[src/core/rstc_map.svh]
`ifndef RSTC_MAP_SVH
`define RSTC_MAP_SVH

// register offsets (byte addresses)
`define RSTC_OFF_CMD 8'h00
`define RSTC_OFF_STAT 8'h04
`define RSTC_OFF_MODE 8'h08

// password in the top byte of command and mode writes
`define RSTC_KEY 8'ha5
`define RSTC_KEY_MSB 31
`define RSTC_KEY_LSB 24

// command register bits
`define RSTC_CMD_CPU 0
`define RSTC_CMD_PERIPH 2
`define RSTC_CMD_PIN 3

// status register fields
`define RSTC_STAT_PIN_FALL 0
`define RSTC_STAT_BROWNOUT 1
`define RSTC_STAT_CAUSE_LSB 8
`define RSTC_STAT_LEVEL 16
`define RSTC_STAT_BUSY 17

// mode register fields
`define RSTC_MODE_PIN_EN 0
`define RSTC_MODE_PIN_IRQ 4
`define RSTC_MODE_LEN_LSB 8
`define RSTC_MODE_BOD_IRQ 16

// reset values
`define RSTC_MODE_RESET 32'h0000_0000
`define RSTC_STAT_RESET 32'h0000_0000

// reset cause codes
`define RSTC_CAUSE_POWER 3'h0
`define RSTC_CAUSE_WDOG 3'h2
`define RSTC_CAUSE_SOFT 3'h3
`define RSTC_CAUSE_USER 3'h4
`define RSTC_CAUSE_BROWN 3'h5

// slow-clock cycles of a software, watchdog or user-exit reset
`define RSTC_HOLD_SLOW_CYCLES 2'h3

`endif

[src/core/rstc_pkg.sv]
package rstc_pkg;

  typedef enum logic [1:0] {
    ST_IDLE,
    ST_SOFT,
    ST_WDOG,
    ST_USER
  } rstc_phase_type;

  typedef struct packed {
    rstc_phase_type phase;
    logic [1:0] slowCnt;
    logic cpuReset;
    logic periphReset;
    logic [16:0] pulseCnt;
    logic pinOe;
    logic pinOut;
    logic pinResetEnable;
    logic pinFallIrqEnable;
    logic brownoutIrqEnable;
    logic [3:0] pulseLengthExp;
    logic pinFallFlag;
    logic brownoutFlag;
    logic [2:0] resetCause;
    logic pinLevel;
    logic brownoutPrev;
    logic slowPrev;
    logic [31:0] regRdata;
    logic irq;
  } rstc_state_type;

endpackage : rstc_pkg

[src/core/rstc_regs.sv]
`timescale 1ns/100ps
`include "rstc_map.svh"

module rstc_regs
  import rstc_pkg::*;
(
  // clock and reset
  input wire logic clk_sys,
  input wire logic rst_n,
  // register port
  input wire logic [7:0] regAddr,
  input wire logic [31:0] regWdata,
  input wire logic regWrite,
  input wire logic regRead,
  output logic [31:0] regRdata,
  // slow clock, sampled as a level
  input wire logic slowClk,
  // external reset pin, open drain
  input wire logic pinIn,
  output logic pinOut,
  output logic pinOe,
  // other reset sources
  input wire logic watchdogFault,
  input wire logic brownoutN,
  // reset and interrupt outputs
  output logic cpuReset,
  output logic periphReset,
  output logic irq
);

  rstc_state_type s;
  rstc_state_type next_s;

  logic slowRise;
  logic pinFell;
  logic brownoutFell;
  logic keyOk;
  logic cmdWrite;
  logic anyCmd;
  logic [31:0] statusWord;
  logic [31:0] modeWord;

  // read views of the status and mode registers
  always_comb begin
    statusWord = 32'h0000_0000;
    statusWord[`RSTC_STAT_PIN_FALL] = s.pinFallFlag;
    statusWord[`RSTC_STAT_BROWNOUT] = s.brownoutFlag;
    statusWord[`RSTC_STAT_CAUSE_LSB +: 3] = s.resetCause;
    statusWord[`RSTC_STAT_LEVEL] = s.pinLevel;
    statusWord[`RSTC_STAT_BUSY] = (s.phase == ST_SOFT);
    modeWord = 32'h0000_0000;
    modeWord[`RSTC_MODE_PIN_EN] = s.pinResetEnable;
    modeWord[`RSTC_MODE_PIN_IRQ] = s.pinFallIrqEnable;
    modeWord[`RSTC_MODE_LEN_LSB +: 4] = s.pulseLengthExp;
    modeWord[`RSTC_MODE_BOD_IRQ] = s.brownoutIrqEnable;
  end

  // edge detection and write qualification
  always_comb begin
    slowRise = slowClk & ~s.slowPrev;
    pinFell = s.pinLevel & ~pinIn;
    brownoutFell = s.brownoutPrev & ~brownoutN;
    keyOk = (regWdata[`RSTC_KEY_MSB:`RSTC_KEY_LSB] == `RSTC_KEY);
    cmdWrite = regWrite && keyOk && (regAddr == `RSTC_OFF_CMD);
    anyCmd = regWdata[`RSTC_CMD_CPU] | regWdata[`RSTC_CMD_PERIPH] | regWdata[`RSTC_CMD_PIN];
  end

  // next state of the whole controller
  always_comb begin
    next_s = s;
    next_s.regRdata = 32'h0000_0000;
    next_s.slowPrev = slowClk;
    next_s.brownoutPrev = brownoutN;
    next_s.pinLevel = pinIn;
    next_s.pinOut = 1'b0;

    // status reads clear sticky flags; cause field is kept
    if (regRead) begin
      unique case (regAddr)
        `RSTC_OFF_STAT: begin
          next_s.regRdata = statusWord;
          next_s.pinFallFlag = 1'b0;
          next_s.brownoutFlag = 1'b0;
        end
        `RSTC_OFF_MODE: begin
          next_s.regRdata = modeWord;
        end
        default: begin
          next_s.regRdata = 32'h0000_0000;
        end
      endcase
    end

    // a new edge in the read cycle wins over the clear
    if (pinFell) begin
      next_s.pinFallFlag = 1'b1;
    end
    if (brownoutFell) begin
      next_s.brownoutFlag = 1'b1;
    end

    // keyed mode write; a bad key discards the whole word
    if (regWrite && keyOk && regAddr == `RSTC_OFF_MODE) begin
      next_s.pinResetEnable = regWdata[`RSTC_MODE_PIN_EN];
      next_s.pinFallIrqEnable = regWdata[`RSTC_MODE_PIN_IRQ];
      next_s.pulseLengthExp = regWdata[`RSTC_MODE_LEN_LSB +: 4];
      next_s.brownoutIrqEnable = regWdata[`RSTC_MODE_BOD_IRQ];
    end

    // pin pulse counts down in slow-clock cycles
    if (s.pulseCnt != 17'h0_0000 && slowRise) begin
      next_s.pulseCnt = s.pulseCnt - 17'h0_0001;
    end

    // reset sequencing; watchdog outranks software, user is lowest
    unique case (s.phase)
      ST_IDLE: begin
        if (watchdogFault) begin
          next_s.phase = ST_WDOG;
          next_s.slowCnt = 2'h0;
          next_s.cpuReset = 1'b1;
          next_s.periphReset = 1'b1;
          next_s.pulseCnt = 17'h0_0001 << (5'(s.pulseLengthExp) + 5'h01);
        end else if (cmdWrite && anyCmd) begin
          next_s.phase = ST_SOFT;
          next_s.slowCnt = 2'h0;
          next_s.cpuReset = regWdata[`RSTC_CMD_CPU];
          next_s.periphReset = regWdata[`RSTC_CMD_PERIPH];
          if (regWdata[`RSTC_CMD_PIN]) begin
            // the pin follows the programmed length
            next_s.pulseCnt = 17'h0_0001 << (5'(s.pulseLengthExp) + 5'h01);
          end
        end else if (s.pinResetEnable && !s.pinLevel && !pinIn
                     && s.pulseCnt == 17'h0_0000) begin
          // own pulse on the pin never starts a user reset; the live pin must be low too,
          // since the last sample taken while our own pulse still pulled the pin is stale
          next_s.phase = ST_USER;
          next_s.slowCnt = 2'h0;
          next_s.cpuReset = 1'b1;
          next_s.periphReset = 1'b1;
        end
      end
      ST_SOFT: begin
        // command writes are dropped here by not looking at them
        if (watchdogFault) begin
          next_s.phase = ST_WDOG;
          next_s.slowCnt = 2'h0;
          next_s.cpuReset = 1'b1;
          next_s.periphReset = 1'b1;
          next_s.pulseCnt = 17'h0_0001 << (5'(s.pulseLengthExp) + 5'h01);
        end else if (slowRise) begin
          if (s.slowCnt == `RSTC_HOLD_SLOW_CYCLES - 2'h1) begin
            next_s.phase = ST_IDLE;
            next_s.cpuReset = 1'b0;
            next_s.periphReset = 1'b0;
            if (s.cpuReset) begin
              next_s.resetCause = `RSTC_CAUSE_SOFT;
            end
          end else begin
            next_s.slowCnt = s.slowCnt + 2'h1;
          end
        end
      end
      ST_WDOG: begin
        if (slowRise) begin
          if (s.slowCnt == `RSTC_HOLD_SLOW_CYCLES - 2'h1) begin
            next_s.phase = ST_IDLE;
            next_s.cpuReset = 1'b0;
            next_s.periphReset = 1'b0;
            next_s.resetCause = `RSTC_CAUSE_WDOG;
          end else begin
            next_s.slowCnt = s.slowCnt + 2'h1;
          end
        end
      end
      ST_USER: begin
        // held while the pin is low, released after it rises
        if (!s.pinLevel) begin
          next_s.slowCnt = 2'h0;
        end else if (slowRise) begin
          if (s.slowCnt == `RSTC_HOLD_SLOW_CYCLES - 2'h1) begin
            next_s.phase = ST_IDLE;
            next_s.cpuReset = 1'b0;
            next_s.periphReset = 1'b0;
            next_s.resetCause = `RSTC_CAUSE_USER;
          end else begin
            next_s.slowCnt = s.slowCnt + 2'h1;
          end
        end
      end
    endcase

    // pin driven low while the pulse counter runs
    next_s.pinOe = (next_s.pulseCnt != 17'h0_0000);

    // interrupt falls as soon as a read clears the flags
    next_s.irq = (next_s.pinFallFlag & next_s.pinFallIrqEnable
                  & ~next_s.pinResetEnable)
               | (next_s.brownoutFlag & next_s.brownoutIrqEnable);
  end

  // single register for all state; reset cause starts as power-up
  always_ff @(posedge clk_sys or negedge rst_n) begin
    if (!rst_n) begin
      s.phase <= ST_IDLE;
      s.slowCnt <= 2'h0;
      s.cpuReset <= 1'b0;
      s.periphReset <= 1'b0;
      s.pulseCnt <= 17'h0_0000;
      s.pinOe <= 1'b0;
      s.pinOut <= 1'b0;
      s.pinResetEnable <= 1'b0;
      s.pinFallIrqEnable <= 1'b0;
      s.brownoutIrqEnable <= 1'b0;
      s.pulseLengthExp <= 4'h0;
      s.pinFallFlag <= 1'b0;
      s.brownoutFlag <= 1'b0;
      s.resetCause <= `RSTC_CAUSE_POWER;
      s.pinLevel <= 1'b1;
      s.brownoutPrev <= 1'b1;
      s.slowPrev <= 1'b0;
      s.regRdata <= 32'h0000_0000;
      s.irq <= 1'b0;
    end else begin
      s <= next_s;
    end
  end

  // outputs straight from the state register
  assign regRdata = s.regRdata;
  assign pinOut = s.pinOut;
  assign pinOe = s.pinOe;
  assign cpuReset = s.cpuReset;
  assign periphReset = s.periphReset;
  assign irq = s.irq;

endmodule : rstc_regs

[config.mk]
export PLATFORM = sky130hd
export DESIGN_NAME = rstc_regs
export DESIGN_NICKNAME = d
export VERILOG_FILES = /design/src/core/rstc_pkg.sv /design/src/core/rstc_regs.sv
export VERILOG_INCLUDE_DIRS = /design/src /design/src/core
export SDC_FILE = /design/constraint.sdc
export NUM_CORES = 1
export LEC_CHECK = 0
export BUFFER_PORTS_ARGS = -buffer_cell sky130_fd_sc_hd__buf_2
export CAP_MARGIN = 20
export CORE_MARGIN = 2
export CORE_UTILIZATION = 54
export CTS_BUF_LIST = sky130_fd_sc_hd__clkbuf_8
export CTS_CLUSTER_SIZE = 28
export DETAILED_ROUTE_END_ITERATION = 16
export HOLD_SLACK_MARGIN = 0.05
export PLACE_DENSITY = 0.92
export SETUP_SLACK_MARGIN = 0.3
export SYNTH_ARGS = -nofsm -noshare
export SYNTH_HDL_FRONTEND = slang
export SYNTH_SLANG_ARGS = --single-unit
[constraint.sdc]
create_clock -name clk_sys -period 3.6 [get_ports clk_sys]
set_input_delay 0.72 -clock clk_sys [delete_from_list [all_inputs] [get_ports clk_sys]]
set_output_delay 0.72 -clock clk_sys [all_outputs]
set_load 0.005 [all_outputs]
==> out/qor.yml <==
slew_headroom_pct: 40.4
vias: 2467
cts_resized: 0
die-area_um2: 5990
cts_tree: "built"
antenna_cells: 0
rows: 26
criticalPathCategory: "input port to flip-flop"
setup-violations-final: 0
postSynthAreaPerCell_um2: 9.30
netlist_top_cells_count: "dfrtp_1 (47), buf_4 (33), a21oi_1 (28)"
synthArstFlopShare_pct: 100
crit_path_cell_trace: "buf_2 > or4b_2 > nor4_2 > a31oi_2 > a31oi_1 > a21oi_1 > nor4_1 > nand4_1"
start_kind: "input port"
maxSlewViolCount: 0
wl_per_cell_um: 15.2
post-route-min-period_ps: 3080
min_period_over_period_pct: 85.6
cts_inserted_buffers: 5
cp-end-kind: "flip-flop"
die_y_um: 77.4
gr-total-overflow: 0
dp.cells: 408
layout-drive-gt1-share_pct: 21.6
via_per_inst: 5.92
htree_levels: 2
cts_buffer_depth: 2
ant_nets: 0
clk_latency_ps: 320
fp.dieW_um: 77.4
n_fill_cell: 427
hpwl_mm: 4.59
drt_wl_total_mm: 6.33
clk_pin_slew_ps: 100
yosysTopAreaCell: "dfrtp_1"
place.gp.congestion: 0.930
slowest_delay_ps: 670
irDropWorstVdd_mv: 0.305
root_buffer: "clkbuf_8"
postSynthCellCount: 313
synth-compound-area-share_pct: 17.4
cts_setup_buffers: 0
drc: 0
synth_warnings: 0
hold_ws_ps: 304
firstDrtPassIters: 5
track_usage_pct: 22.1
syn_to_final_growth_pct: 8.47
synth_edf_count: 0
yosysUniqueCellTypes: 54
finalNetCount: 398
yosysSeqAreaShare_pct: 42.2
fmax_mhz: 324
synthFlopType: "dfrtp_1"
p_per_area_nw_per_um2: 565
grt_pass1_vias: 2325
cap_violations: 0
ctsHoldBuffers: 0
start_util_pct: 56.6
worst_hold_path_type: "input port to asynchronous set/reset pin"
core_area_um2: 5140
grt_max_degree: 50
skew_ps: 7.65
ios: 85
synth_top_family_by_area: "simple AND/OR/NAND/NOR gates"
critPathSlowestCell: "or4b_2"
io_buffers: 45
arrival_ps: 3240
syn_area_um2: 2910
critPathRequiredTime_ps: 3760
grt_first_pass_wirelength_mm: 10.6
rsz0062_at_grt: "no"
power_mw: 1.78
drtIter0Drc: 195
muxShareOfSynthArea_pct: 3.05
netlist.area_leader.share_pct: 40.4
final_util_pct: 61.4
yosys.area_share.xor_xnor_pct: 3.01
synthTopCellsByArea: "dfrtp_1 (40%), buf_4 (8.5%), a21oi_1 (4.8%), a22o_1 (2.7%), mux2_2 (2.7%)"
status: "finished, final reports clean"
ys_ff_latch: 49
synthSimpleGateAreaFrac_pct: 20.8
tightest_slew_ps: 891
hold_viol_final: 0
stdcell_count: 417
clock-sinks: 49
synth-adder-area-share_pct: 1.72
p_leak_nw: 1.44
cp_max_fo: 19
synth_most_common_cell: "dfrtp_1"
fin_tns_setup_ps: 0
antenna_found_initial: 0
[sequential cells by signal, indices dropped and copies added (netlist names)]
| signal | flops |
|---|---|
| cpuReset | 1 |
| periphReset | 1 |
| s | 29 |
| irq | 1 |
| modeWord | 7 |
| regRdata | 9 |
| pinOe | 1 |
[power by group]
part	switching (mW)	leakage, nW	internal [mW]	total [mW]
Sequential	0.165	0.608	0.688	0.853
Clock	0.208	0.0506	0.146	0.353
Combinational	0.318	0.787	0.258	0.577
[stage by stage]
step	instance area (um2)	setup WS, ps
floorplan	3000	843
global placement	3040	327
detailed placement	3040	222
CTS	3140	564
global route	3160	326
finish	3160	518
[cell families after synthesis]
group / count (synthesis)
and+or+nand+nor: 104
adders and majority gates: 4
other: 1
DFF: 49
muxes: 8
AOI/OAI and AO/OA: 80
buffers and inverters: 57
xor gates and xnor gates: 10
[area by class of cell]
| cell class | count | area (um2) | share of cell area [%] |
|---|---|---|---|
| flip-flops and latches | 49 | 1230 | 38.9 |
| inverters | 11 | 41.3 | 1.31 |
| multi-input cells | 230 | 1430 | 45.4 |
| clock inverters | 3 | 28.8 | 0.912 |
| well taps | 70 | 87.6 | 2.77 |
| repair buffers | 49 | 268 | 8.48 |
| clock buffers | 5 | 68.8 | 2.18 |
[cells in the final DEF (no fill, tap or decap), types with 5 or more instances in the layout]
| cell | Yosys | routed |
|---|---|---|
| dfrtp_1 | 47 | 47 |
| buf_2 | 1 | 45 |
| a21oi_1 | 28 | 28 |
| conb_1 | 1 | 24 |
| nor2_1 | 15 | 15 |
| nand2_1 | 15 | 15 |
| nor3_1 | 12 | 12 |
| inv_1 | 11 | 11 |
| o21ai_0 | 11 | 11 |
| nor2b_1 | 10 | 10 |
| nand3_1 | 9 | 9 |
| a31oi_1 | 10 | 9 |
| a22o_1 | 9 | 9 |
| xnor2_1 | 8 | 8 |
| mux2_2 | 7 | 7 |
| nor4_1 | 6 | 6 |
| and2_1 | 5 | 5 |
| nor3b_1 | 5 | 5 |
| clkbuf_8 | 0 | 5 |
[worst max-delay path: cells and delay by family]
| kind | cells | cell delay (ps) |
|---|---|---|
| compound gates | 3 | 790 |
| buf+inv | 1 | 120 |
| simple gates | 4 | 1600 |
[path summary, 6_finish.rpt]
kind	from	endpoint	slack [ps]	depth (start not counted)
setup / recovery	regAddr[2]	pinOe	520	8
setup reg to reg	s[58]	pinOe	720	7
hold / removal	rst_n	irq	300	1
hold reg to reg	modeWord[16]	regRdata[16]	480	2
min in group clk_sys	modeWord[16]	regRdata[16]	480	2
max in group asynchronous	rst_n	s[35]	2720	2
[per-layer routing]
metal	up-vias	GRT usage [%]	wire length, um
met1	1179	28.3	2530
li1	1147	-	-
met5	-	0	0
met2	128	37.1	3140
met3	13	4.53	559
met4	0	8.39	111
Power figures use the tool's default switching activity.
